===== src/itx_pkg.sv =====
// Purpose: Constants for the isochronous transmit context status and control block.
// Assumes: One clock domain, Avalon-MM register access, eight transmit contexts.
// Notes: Offsets are byte addresses; each register takes one 32-bit word.
// Operation
// - Control bits 14..13 and 9..8 read as zero and ignore writes.
// - The block clears the wake bit on every descriptor fetch taken while fetch is enabled.
// - The block sets the dead bit 11 when the context meets a fatal error.
// - The dead bit clears only when software clears run bit 15.
// - The active bit 10 is one while the context processes descriptors.
// - The speed field 7..5 has no meaning for transmit and software must not rely on it.
// - After a last-output command the event field 4..0 takes the completion or error code.
// - On a transmit overflow each running context tolerates up to seven skipped cycles.
// - Skip handling runs only with dead set, event equal to timeout and the fatal fault flag set.
// - The descriptor pointer holds the last descriptor block address fetched while fetch is enabled.
// - The descriptor pointer can be read while the context is active, showing the current position.
// - Each of eight contexts has a read-only pointer at 20Ch plus sixteen times the context number.
// - Software sets run to start and clears it to stop; the block changes run only on reset.
// - Control is written through a set alias at 200h and a clear alias at 204h plus sixteen times n.
//------------------------------------------------------------------------------
// Package
//------------------------------------------------------------------------------
package itx_pkg;
    localparam int ITX_CTX_NUM = 8;
    localparam logic [11:0] ITX_CTL_SET_BASE = 12'h200;
    localparam logic [11:0] ITX_CTL_CLR_BASE = 12'h204;
    localparam logic [11:0] ITX_PTR_BASE = 12'h20C;
    localparam logic [11:0] ITX_CTX_STRIDE = 12'h010;
    localparam logic [11:0] ITX_INT_STAT = 12'h300;
    localparam logic [11:0] ITX_INT_MASK = 12'h304;
    localparam logic [11:0] ITX_SKIP_STAT = 12'h308;
    localparam int ITX_RUN_BIT = 15;
    localparam int ITX_WAKE_BIT = 12;
    localparam int ITX_DEAD_BIT = 11;
    localparam int ITX_ACTIVE_BIT = 10;
    localparam int ITX_EVT_LSB = 0;
    localparam logic [31:0] ITX_CTL_WMASK = 32'h0000_9000;
    localparam logic [4:0] ITX_EVT_TIMEOUT = 5'h0A;
    localparam logic [4:0] ITX_EVT_UNKNOWN = 5'h0E;
    localparam logic [4:0] ITX_EVT_DESC_READ = 5'h05;
    localparam logic [4:0] ITX_EVT_DATA_READ = 5'h07;
    localparam logic [4:0] ITX_EVT_ACK_COMPLETE = 5'h11;
    localparam logic [2:0] ITX_SKIP_MAX = 3'h7;
    localparam logic [4:0] ITX_EVT_RESET = 5'h00;
    typedef enum logic [1:0] {ITX_ST_IDLE, ITX_ST_RUN, ITX_ST_DEAD} itx_state_e;
endpackage : itx_pkg


===== src/itx_context_status.sv =====
// Purpose: Status and control of eight isochronous transmit DMA contexts.
// Assumes: Fetch engine and transmitter drive the per-context event inputs.
// Notes: Register access over Avalon-MM; answers come one cycle after request.
//
// Added by the designer: the Avalon-MM slave port.
module itx_context_status
    import itx_pkg::*;
#(
    parameter int CTX = ITX_CTX_NUM
) (
    // Clock and reset
    input wire logic clk_sys,
    input wire logic sys_rst,
    // Avalon-MM slave
    input wire logic [11:0] avs_address,
    input wire logic avs_read,
    input wire logic avs_write,
    input wire logic [31:0] avs_writedata,
    input wire logic [3:0] avs_byteenable,
    output logic [31:0] avs_readdata,
    output logic avs_waitrequest,
    // Fetch engine and transmitter
    input wire logic [CTX-1:0] desc_fetch,
    input wire logic [CTX*32-1:0] desc_addr,
    input wire logic [CTX-1:0] fatal_err,
    input wire logic [CTX-1:0] last_done,
    input wire logic [CTX*5-1:0] last_evt,
    input wire logic [CTX-1:0] desc_end,
    input wire logic [CTX-1:0] tx_overflow,
    input wire logic fatal_fault_flag,
    // Context control outputs
    output logic [CTX-1:0] ctx_run,
    output logic [CTX-1:0] ctx_wake,
    output logic [CTX-1:0] fetch_enable,
    output logic [CTX-1:0] ctx_active,
    output logic [CTX-1:0] skip_cycle,
    // Interrupt
    output logic irq
);

    //--------------------------------------------------------------------------
    // State
    //--------------------------------------------------------------------------
    typedef struct packed {
        itx_state_e [CTX-1:0] st;
        logic [CTX-1:0] run;
        logic [CTX-1:0] wake;
        logic [CTX-1:0] dead;
        logic [CTX-1:0][4:0] evt;
        logic [CTX-1:0][31:0] ptr;
        logic [CTX-1:0][2:0] skips;
        logic [CTX-1:0] skip;
        logic [CTX-1:0] dead_sts;
        logic [CTX-1:0] done_sts;
        logic [CTX-1:0] dead_msk;
        logic [CTX-1:0] done_msk;
        logic [31:0] rdata;
        logic ack;
    } itx_state_s;

    itx_state_s cur;
    itx_state_s next_cur;

    // True when the address hits the word of context n at this base.
    function automatic logic ctx_hit(input logic [11:0] a, input logic [11:0] base, input int n);
        return a == base + 12'(n) * ITX_CTX_STRIDE;
    endfunction

    logic req;
    logic wr_acc;
    assign req = (avs_read | avs_write) & ~cur.ack;
    // Writes land at the edge where waitrequest is seen low, so a master that holds its request sees one effect.
    assign wr_acc = avs_write & cur.ack;

    //--------------------------------------------------------------------------
    // Next state
    //--------------------------------------------------------------------------
    always_comb begin
        logic [31:0] ctl;
        logic [31:0] wd;
        ctl = 32'h0000_0000;
        wd = avs_writedata;
        next_cur = cur;
        next_cur.ack = req;
        next_cur.rdata = 32'h0000_0000;
        for (int b = 0; b < 4; b++) begin
            if (!avs_byteenable[b]) begin
                wd[b*8 +: 8] = 8'h00;
            end
        end
        for (int n = 0; n < CTX; n++) begin
            // Spd bits 7..5 are never driven, so they read zero.
            ctl = 32'h0000_0000;
            ctl[ITX_RUN_BIT] = cur.run[n];
            ctl[ITX_WAKE_BIT] = cur.wake[n];
            ctl[ITX_DEAD_BIT] = cur.dead[n];
            ctl[ITX_ACTIVE_BIT] = (cur.st[n] == ITX_ST_RUN);
            ctl[ITX_EVT_LSB +: 5] = cur.evt[n]; // bits 14..13, 9..8 stay zero
            if (req && avs_read) begin
                if (ctx_hit(avs_address, ITX_CTL_SET_BASE, n) || ctx_hit(avs_address, ITX_CTL_CLR_BASE, n)) begin
                    next_cur.rdata = ctl;
                end
                if (ctx_hit(avs_address, ITX_PTR_BASE, n)) begin
                    next_cur.rdata = cur.ptr[n];
                end
            end
            // Only run and wake are writable; set alias ORs both, clear alias masks run only.
            if (wr_acc && ctx_hit(avs_address, ITX_CTL_SET_BASE, n)) begin
                next_cur.run[n] = cur.run[n] | wd[ITX_RUN_BIT];
                next_cur.wake[n] = cur.wake[n] | wd[ITX_WAKE_BIT];
            end
            if (wr_acc && ctx_hit(avs_address, ITX_CTL_CLR_BASE, n)) begin
                next_cur.run[n] = cur.run[n] & ~wd[ITX_RUN_BIT];
            end
            if (desc_fetch[n] && fetch_enable[n]) begin
                next_cur.wake[n] = 1'b0;
                next_cur.ptr[n] = desc_addr[n*32 +: 32];
            end
            next_cur.skip[n] = 1'b0;
            case (cur.st[n])
                ITX_ST_IDLE: begin
                    // A stopped context starts on the run write; a drained one waits for wake.
                    if (next_cur.run[n] && (!cur.run[n] || cur.wake[n])) begin
                        next_cur.st[n] = ITX_ST_RUN;
                        if (!cur.run[n]) begin
                            next_cur.skips[n] = 3'h0;
                        end
                    end
                end
                ITX_ST_RUN: begin
                    if (!cur.run[n]) begin
                        next_cur.st[n] = ITX_ST_IDLE;
                    end else if (fatal_err[n]) begin
                        next_cur.st[n] = ITX_ST_DEAD;
                        next_cur.dead[n] = 1'b1;
                        next_cur.dead_sts[n] = 1'b1;
                    end else if (desc_end[n] && !cur.wake[n]) begin
                        next_cur.st[n] = ITX_ST_IDLE;
                    end
                    if (last_done[n] && !fatal_err[n]) begin
                        next_cur.evt[n] = last_evt[n*5 +: 5];
                        next_cur.done_sts[n] = 1'b1;
                    end
                end
                ITX_ST_DEAD: begin
                    if (!cur.run[n]) begin
                        next_cur.st[n] = ITX_ST_IDLE;
                        next_cur.dead[n] = 1'b0;
                    end
                end
                default: begin
                    next_cur.st[n] = ITX_ST_IDLE;
                end
            endcase
            // Cycle skip: bounded to seven so a stuck overflow cannot loop forever.
            if (cur.run[n] && tx_overflow[n] && cur.dead[n] && cur.evt[n] == ITX_EVT_TIMEOUT
                && fatal_fault_flag && cur.skips[n] != ITX_SKIP_MAX) begin
                next_cur.skip[n] = 1'b1;
                next_cur.skips[n] = cur.skips[n] + 3'h1;
            end
        end
        // Interrupt status: write one clears; a new event in the same cycle survives only if its bit was clear.
        if (wr_acc && avs_address == ITX_INT_STAT) begin
            next_cur.dead_sts = (cur.dead_sts & ~wd[CTX-1:0]) | (next_cur.dead_sts & ~cur.dead_sts);
            next_cur.done_sts = (cur.done_sts & ~wd[16 +: CTX]) | (next_cur.done_sts & ~cur.done_sts);
        end
        if (wr_acc && avs_address == ITX_INT_MASK) begin
            next_cur.dead_msk = wd[CTX-1:0];
            next_cur.done_msk = wd[16 +: CTX];
        end
        if (req && avs_read) begin
            if (avs_address == ITX_INT_STAT) begin
                next_cur.rdata = 32'h0000_0000;
                next_cur.rdata[CTX-1:0] = cur.dead_sts;
                next_cur.rdata[16 +: CTX] = cur.done_sts;
            end
            if (avs_address == ITX_INT_MASK) begin
                next_cur.rdata = 32'h0000_0000;
                next_cur.rdata[CTX-1:0] = cur.dead_msk;
                next_cur.rdata[16 +: CTX] = cur.done_msk;
            end
            if (avs_address == ITX_SKIP_STAT) begin
                next_cur.rdata = 32'h0000_0000;
                for (int n = 0; n < CTX; n++) begin
                    next_cur.rdata[n*4 +: 3] = cur.skips[n];
                end
            end
        end
    end

    //--------------------------------------------------------------------------
    // Registers
    //--------------------------------------------------------------------------
    always_ff @(posedge clk_sys) begin
        if (sys_rst) begin
            cur <= '0;
        end else begin
            cur <= next_cur;
        end
    end

    //--------------------------------------------------------------------------
    // Outputs
    //--------------------------------------------------------------------------
    always_comb begin
        for (int n = 0; n < CTX; n++) begin
            ctx_active[n] = (cur.st[n] == ITX_ST_RUN);
            fetch_enable[n] = (cur.st[n] == ITX_ST_RUN) | (cur.run[n] & cur.st[n] == ITX_ST_IDLE & cur.wake[n]);
        end
    end

    assign ctx_run = cur.run;
    assign ctx_wake = cur.wake;
    assign skip_cycle = cur.skip;
    assign avs_readdata = cur.rdata;
    assign avs_waitrequest = (avs_read | avs_write) & ~cur.ack;
    assign irq = |((cur.dead_sts & cur.dead_msk) | (cur.done_sts & cur.done_msk));

endmodule // itx_context_status


===== config.mk =====
export PLATFORM = sky130hd
export DESIGN_NAME = itx_context_status
export DESIGN_NICKNAME = d
export VERILOG_FILES = /design/src/itx_pkg.sv /design/src/itx_context_status.sv
export SDC_FILE = /design/constraint.sdc
export NUM_CORES = 1
export LEC_CHECK = 0
export BUFFER_PORTS_ARGS = -buffer_cell sky130_fd_sc_hd__buf_2
export CAP_MARGIN = 20
export CELL_PAD_IN_SITES_DETAIL_PLACEMENT = 1
export CELL_PAD_IN_SITES_GLOBAL_PLACEMENT = 1
export CORE_UTILIZATION = 36
export DETAILED_ROUTE_END_ITERATION = 8
export PLACE_DENSITY_LB_ADDON = 0.3
export SYNTH_ARGS = -nofsm -noshare
export SYNTH_HDL_FRONTEND = slang
export SYNTH_SLANG_ARGS = --single-unit

===== constraint.sdc =====
create_clock -name clk_sys -period 2.18 [get_ports clk_sys]
set_input_delay 0.327 -clock clk_sys [delete_from_list [all_inputs] [get_ports clk_sys]]
set_output_delay 0.327 -clock clk_sys [all_outputs]
set_load 0.02 [all_outputs]

# Word-level counts from Yosys, hierarchy flattened
# Cells that the tools add are included.
# classes
n_div,0
n_mul,0
bitwise_logic,66
reduce_logical,204
n_shift,0
n_addsub,8
magnitude_cmp,0
muxes,208
n_eq_ne,107
# op_table
cell,n
$mux W32,27
$eq A12 B10 Y1 const B,27
$mux W3,32
$logic_and A1 B1 Y1,91
$mux W1,88
$mux W2,40
$and A8 B8 Y8,6
$ne A2 B2 Y1 const B,24
$pmux W2 S3,8
$reduce_and A3 Y1,16
$reduce_bool A2 Y1,24
$eq A5 B4 Y1 const B,8
$mux W16,2
$ne A2 B1 Y1 const B,16
$ne A4 B3 Y1 const B,8
$not A8 Y8,4
$reduce_and A4 Y1,8
$and A1 B1 Y1,26
$or A1 B1 Y1,25
$add A3 B1 Y3 const B,8
$logic_not A1 Y1,24
$mux W8,3
$ne A3 B3 Y1 const B,8
$or A8 B8 Y8,3
9 further kinds,67
# totals
mem_count,0
ram_bits,0
mem_bits_ro,0
reg_bits,433
latch_bits,0
input_bits,389
out_inout_bits,74
word_cells,649

# Longest topological paths before layout
# depth
depth_word,30
ltp_mapped,10
ltp_nobuf,7

# Worst setup path after synthesis
# No wires, ideal clock.
# synth_path
path_kind,in2reg
from,input port avs_address[8]
to,register cur[423] (netlist bit)
setup_slack_ns,-0.029
setup_ns,0.100
cell_stages,8
required_ns,2.080
arrival_ns,2.109
path_buffers,1
cell_sequence,or4b_4 > nor3_2 > buf_4 > nand3_1 > nor2_1 > a21oi_1 > o32a_1 > a2111oi_4
# synth_via
elab_chain_cells,7
elab_cells_between_ends,9
cone_classes,eq/ne (3); mux (2); reduce/logical (4)
# synth_lines
item,line,text
start: declaration,itx_context_status.sv:15,"input wire logic [11:0] avs_address,"
$eq A12 B10 Y1,itx_context_status.sv:66,return a == base + 12'(n) * ITX_CTX_STRIDE;
$logic_and A1 B1 Y1,itx_context_status.sv:108,"if (wr_acc && ctx_hit(avs_address, ITX_CTL_SET_BASE, n)) begin"
$mux W1,itx_context_status.sv:108,
$mux W1 *,itx_context_status.sv:112,"if (wr_acc && ctx_hit(avs_address, ITX_CTL_CLR_BASE, n)) begin"
$logic_and A1 B1 Y1 *,itx_context_status.sv:123,if (next_cur.run[n] && (!cur.run[n] || cur.wake[n])) begin
$ne A2 B2 Y1 (no source line) *,--,
$reduce_and A3 Y1 (no source line) *,--,
end signal: assignment,itx_context_status.sv:198,cur <= next_cur;
end: declaration,itx_context_status.sv:61,itx_state_s cur;
# Mark *: on every way between the ends. The rest lies on a longest branch, timed or not.
# A chain may end at the register's enable or synchronous reset.

# Worst setup path in the final report
# layout_path
from,input port avs_address[8]
to,register cur (netlist bit avs_readdata[11])
# layout_via
elab_chain_cells,30
elab_cells_between_ends,63
cone_classes,eq/ne (27); mux (28); reduce/logical (8)
# layout_lines
item,line,text
$eq A12 B10 Y1,itx_context_status.sv:66,
$logic_or A1 B1 Y1,itx_context_status.sv:100,"if (ctx_hit(avs_address, ITX_CTL_SET_BASE, n) || ctx_hit(avs_address, ITX_CTL_CLR_BASE, n)) begin"
$mux W16,itx_context_status.sv:100,
$mux W32,itx_context_status.sv:103,"if (ctx_hit(avs_address, ITX_PTR_BASE, n)) begin"
$mux W32,itx_context_status.sv:99,if (req && avs_read) begin
$mux W32,itx_context_status.sv:100,
$mux W32,itx_context_status.sv:103,
$mux W32,itx_context_status.sv:99,
(+14 left out),--,
$mux W32,itx_context_status.sv:99,
$mux W32,itx_context_status.sv:100,
$mux W32,itx_context_status.sv:103,
$mux W32,itx_context_status.sv:99,
$mux W32,itx_context_status.sv:172,if (avs_address == ITX_INT_STAT) begin
$mux W32,itx_context_status.sv:177,if (avs_address == ITX_INT_MASK) begin
$mux W32,itx_context_status.sv:182,if (avs_address == ITX_SKIP_STAT) begin
$mux W32 *,itx_context_status.sv:171,if (req && avs_read) begin
# Marks and branches as above.

==> summary.md <==
| Metric | Value |
|---|---|
| Die ar. | 0.0561 mm^2 |
| CP Class | in -> reg |
| Number of flops mapped to enable cells by yosys | 0 |
| Root Buffer Master | clkbuf_16 |
| Routed WL per cell | 27.6 um |
| Antenna violations before repair | 9 |
| # DRC | 0 |
| Status | finished, violations left |
| First-pass GRT wire length | 163,000 um |
| Clock transition at path regs | 0.06 ns |
| Synth-to-Final Area Change | 47.0% |
| Num rows | 85 |
| Pin count of the biggest net entering global routing | 150 |
| Dpl cell area | 0.0245 mm^2 |
| Fraction of registers with async set or reset after synthesis | 0% |
| # Max-Cap Violations | 0 |
| Core footprint | 0.0541 mm^2 |
| Worst path max stage delay | 0.36 ns |
| Max-slew violations | 0 |
| Sequential Power Share | 42.4% |
| Critical path's slowest cell | o21ai_1 |
| Cell Int Power | 14,100 uW |
| Nets | 3,739 |
| Tmin final | 2.21 ns |
| CTS tree | built |
| R2r endpoint | avs_readdata[25] |
| Mapped cell area | 0.0198 mm^2 |
| CTS Sinks | 433 |
| Via density | 5.76 |
| Failing checks | negative setup slack |
| Cells after synthesis | 2,488 |
| Hold Vio Cnt, Final | 0 |
| Vias in the first global route | 24,900 |
| Share of layout cells above drive strength 1 | 27.8% |
| Worst path cell trace | buf_2 > buf_4 > nor4b_2 > buf_2 > buf_4 > nand2_1 > buf_12 > buf_4 > o22ai_1 > a21oi_1 > o311a_1 > o21ai_1 > a21oi_1 |
| Total CTS buffers | 50 |
| Die Y | 237 um |
| Most frequent cells in the layout | nand2_1 (593), buf_2 (445), dfxtp_1 (423) |
| Syn nets | 2,893 |
| Port Buffers | 447 |
| Skew final | 0.0184 ns |
| Setup crit start | avs_address[8] |
| IO Count | 463 |
| Final worst slack | -0.0344 ns |
| Yosys warnings | 0 |
| RSZ-0062 raised after global routing | false |
| DR vias | 23,500 |
| Worst vdd ir | 0.000684 V |
| Worst slew pin tran | 0.839 ns |
| Initial Utilization | 36.7% |
| Hold Crit Class | in -> reg |
| CP most frequent cell | buf_4 |
| Worst-Skew Late Latency | 0.60 ns |
| Switching part of the total | 24.2% |
| Synth cell types | 68 |
| Initial drt markers | 1,829 |
| Number of synthesized register bits | 433 |
| Clk network pwr share | 48.9% |
| Most used flip-flop cell after synthesis | dfxtp_1 |
| Startpoint types | input pin |
| Placer congestion estimate | 0.989 |
| Sw power | 4510 uW |
| Cell area after layout | 0.0292 mm^2 |
| Combinational share of power | 8.7% |
| Crit path required time | 2.64 ns |
| CP max FO | 10 |
| Final critical-path share of the clock period | 102% |
| Crit end category | flip-flop |
| Routed Wire Length | 113,000 um |
| Leakage | 0.0114 uW |
| Achievable Freq | 452 MHz |
| Most common cell after layout, fill and taps aside | nand2_1 |
| Worst Reg2Reg Path Length in Cells | 10 |
| Hold Crit Depth | 3 |
| Critical Path End | avs_readdata[11] |
| Worst path arrival time | 2.68 ns |
| Seq/Total Area, Yosys | 43.7% |
| First-pass detailed-route iteration total | 5 |
| Mean post-synth cell area | 7.97 um^2 |
| H-tree levels | 2 |
| Final setup fails | 2 |
| Placed cell count | 3,706 |
| Detailed Place HPWL | 79,100 um |
| Reg2reg start | cur[0] |
| DIE WIDTH | 237 um |
| Grt ovf | 0 |
| R2R setup slack | 0.04 ns |
| Routed Antenna Nets | 0 |
| Final non-filler cell total | 4,081 |
| Largest buffer count on any clock path | 3 |
| Power density over cell area | 639 mW/mm^2 |
| Total GRT Usage | 39.2% |
| Rel. slew slack | 43.8% |
## synthesized netlist by cell type, drive strengths merged, types with 13 or more instances
| cell | instances | area [um^2] |
|---|---|---|
| nand3 | 44 | 220 |
| a22oi | 41 | 308 |
| buf | 97 | 607 |
| inv | 23 | 86.3 |
| ha | 16 | 200 |
| nand2 | 595 | 2230 |
| nor2b | 39 | 244 |
| nor2 | 161 | 604 |
| a21oi | 350 | 1750 |
| mux4 | 14 | 315 |
| mux2i | 75 | 751 |
| and2 | 14 | 87.6 |
| o21ai | 81 | 405 |
| a22o | 22 | 193 |
| nor3 | 58 | 322 |
| dfxtp | 433 | 8670 |
| a221oi | 17 | 149 |
| o22ai | 35 | 219 |
| a31oi | 29 | 181 |
| clkbuf | 142 | 533 |
| nand4 | 13 | 81.3 |
## layer usage
layer	vias up	track usage, %	part of all wire [%]
met2	1085	66.9	48
met3	273	4.81	6.3
li1	10400	-	-
met1	11700	49.8	41
met5	-	0	0
met4	0	16.8	4.6
## worst max-delay path, delay by kind of cell
kind            cells  cell delay (ns)
simple gates        2             0.41
compound gates      5             0.95
buf+inv             6             0.98
## sequential cells by signal (all words and copies together) (netlist names)
| name | count |
|---|---|
| cur | 377 |
| skip_cycle | 8 |
| ctx_run | 8 |
| ctx_wake | 8 |
| avs_readdata | 32 |
## worst min path at each step
stage | startpoint | endpoint | slack, ns
floorplan | desc_end[1] | cur[419] | 0.42
global placement | cur[169] | cur[169] | 0.44
detailed placement | cur[162] | cur[162] | 0.45
CTS | desc_addr[230] | cur[327] | 0.0005
global route | avs_writedata[18] | cur[35] | 0.01
finish | desc_addr[22] | cur[119] | 0.02
## layout make-up
cell class | instances | area (um^2)
antenna | 9 | 22.5
clock buffer | 71 | 1500
clock inverter | 23 | 256
fill | 6429 | 25000
inverter | 23 | 86.3
multi-input combinational | 1793 | 10100
sequential | 433 | 8690
tap | 696 | 871
timing repair buffer | 1033 | 7600
## timing repair
action	CTS	global route
pin swaps	1	12
endpoints found under the hold margin	269	0
buffers inserted	0	3
gates resized for setup	23	39
hold buffers	269	0
cloned	0	0
setup endpoints to repair	33	39
## kinds of logic (layout without fill, tap and decap cells)
group,after synthesis,in the layout,share of synthesized area (%)
compound gates,678,678,21.1
mux,96,96,5.77
buf+inv,262,1150,6.18
other cells,0,9,0
xor+xnor,1,1,0.0442
flops,433,433,43.7
simple gates,1002,1002,22.2
fa+ha+maj,16,16,1.01
## per-stage QoR
step	power (uW)	setup TNS [ns]	hold WS [ns]	setup WS (ns)	util (%)
2_1_floorplan	8450	-0.00677	0.420	-0.00677	-
3_3_place_gp	9240	-58.38	0.440	-1.40	45.2
3_5_place_dp	9240	-43.59	0.446	-0.813	45.2
4_1_cts	18600	0	0.000452	0.000696	53.6
5_1_grt	19000	0	0.0118	0.000427	53.9
6_report	18600	-0.0676	0.0171	-0.0344	53.9
## power groups by stage
stage          Combinational (uW)  Sequential, uW  Clock (uW)
6_report                     1620            7910        9110
5_1_grt                      1670            7910        9470
4_1_cts                      1540            7910        9100
3_5_place_dp                 1150            8090           0
3_3_place_gp                 1150            8090           0
2_1_floorplan                 355            8090           0
No activity file was read; power rests on OpenSTA's default activity.
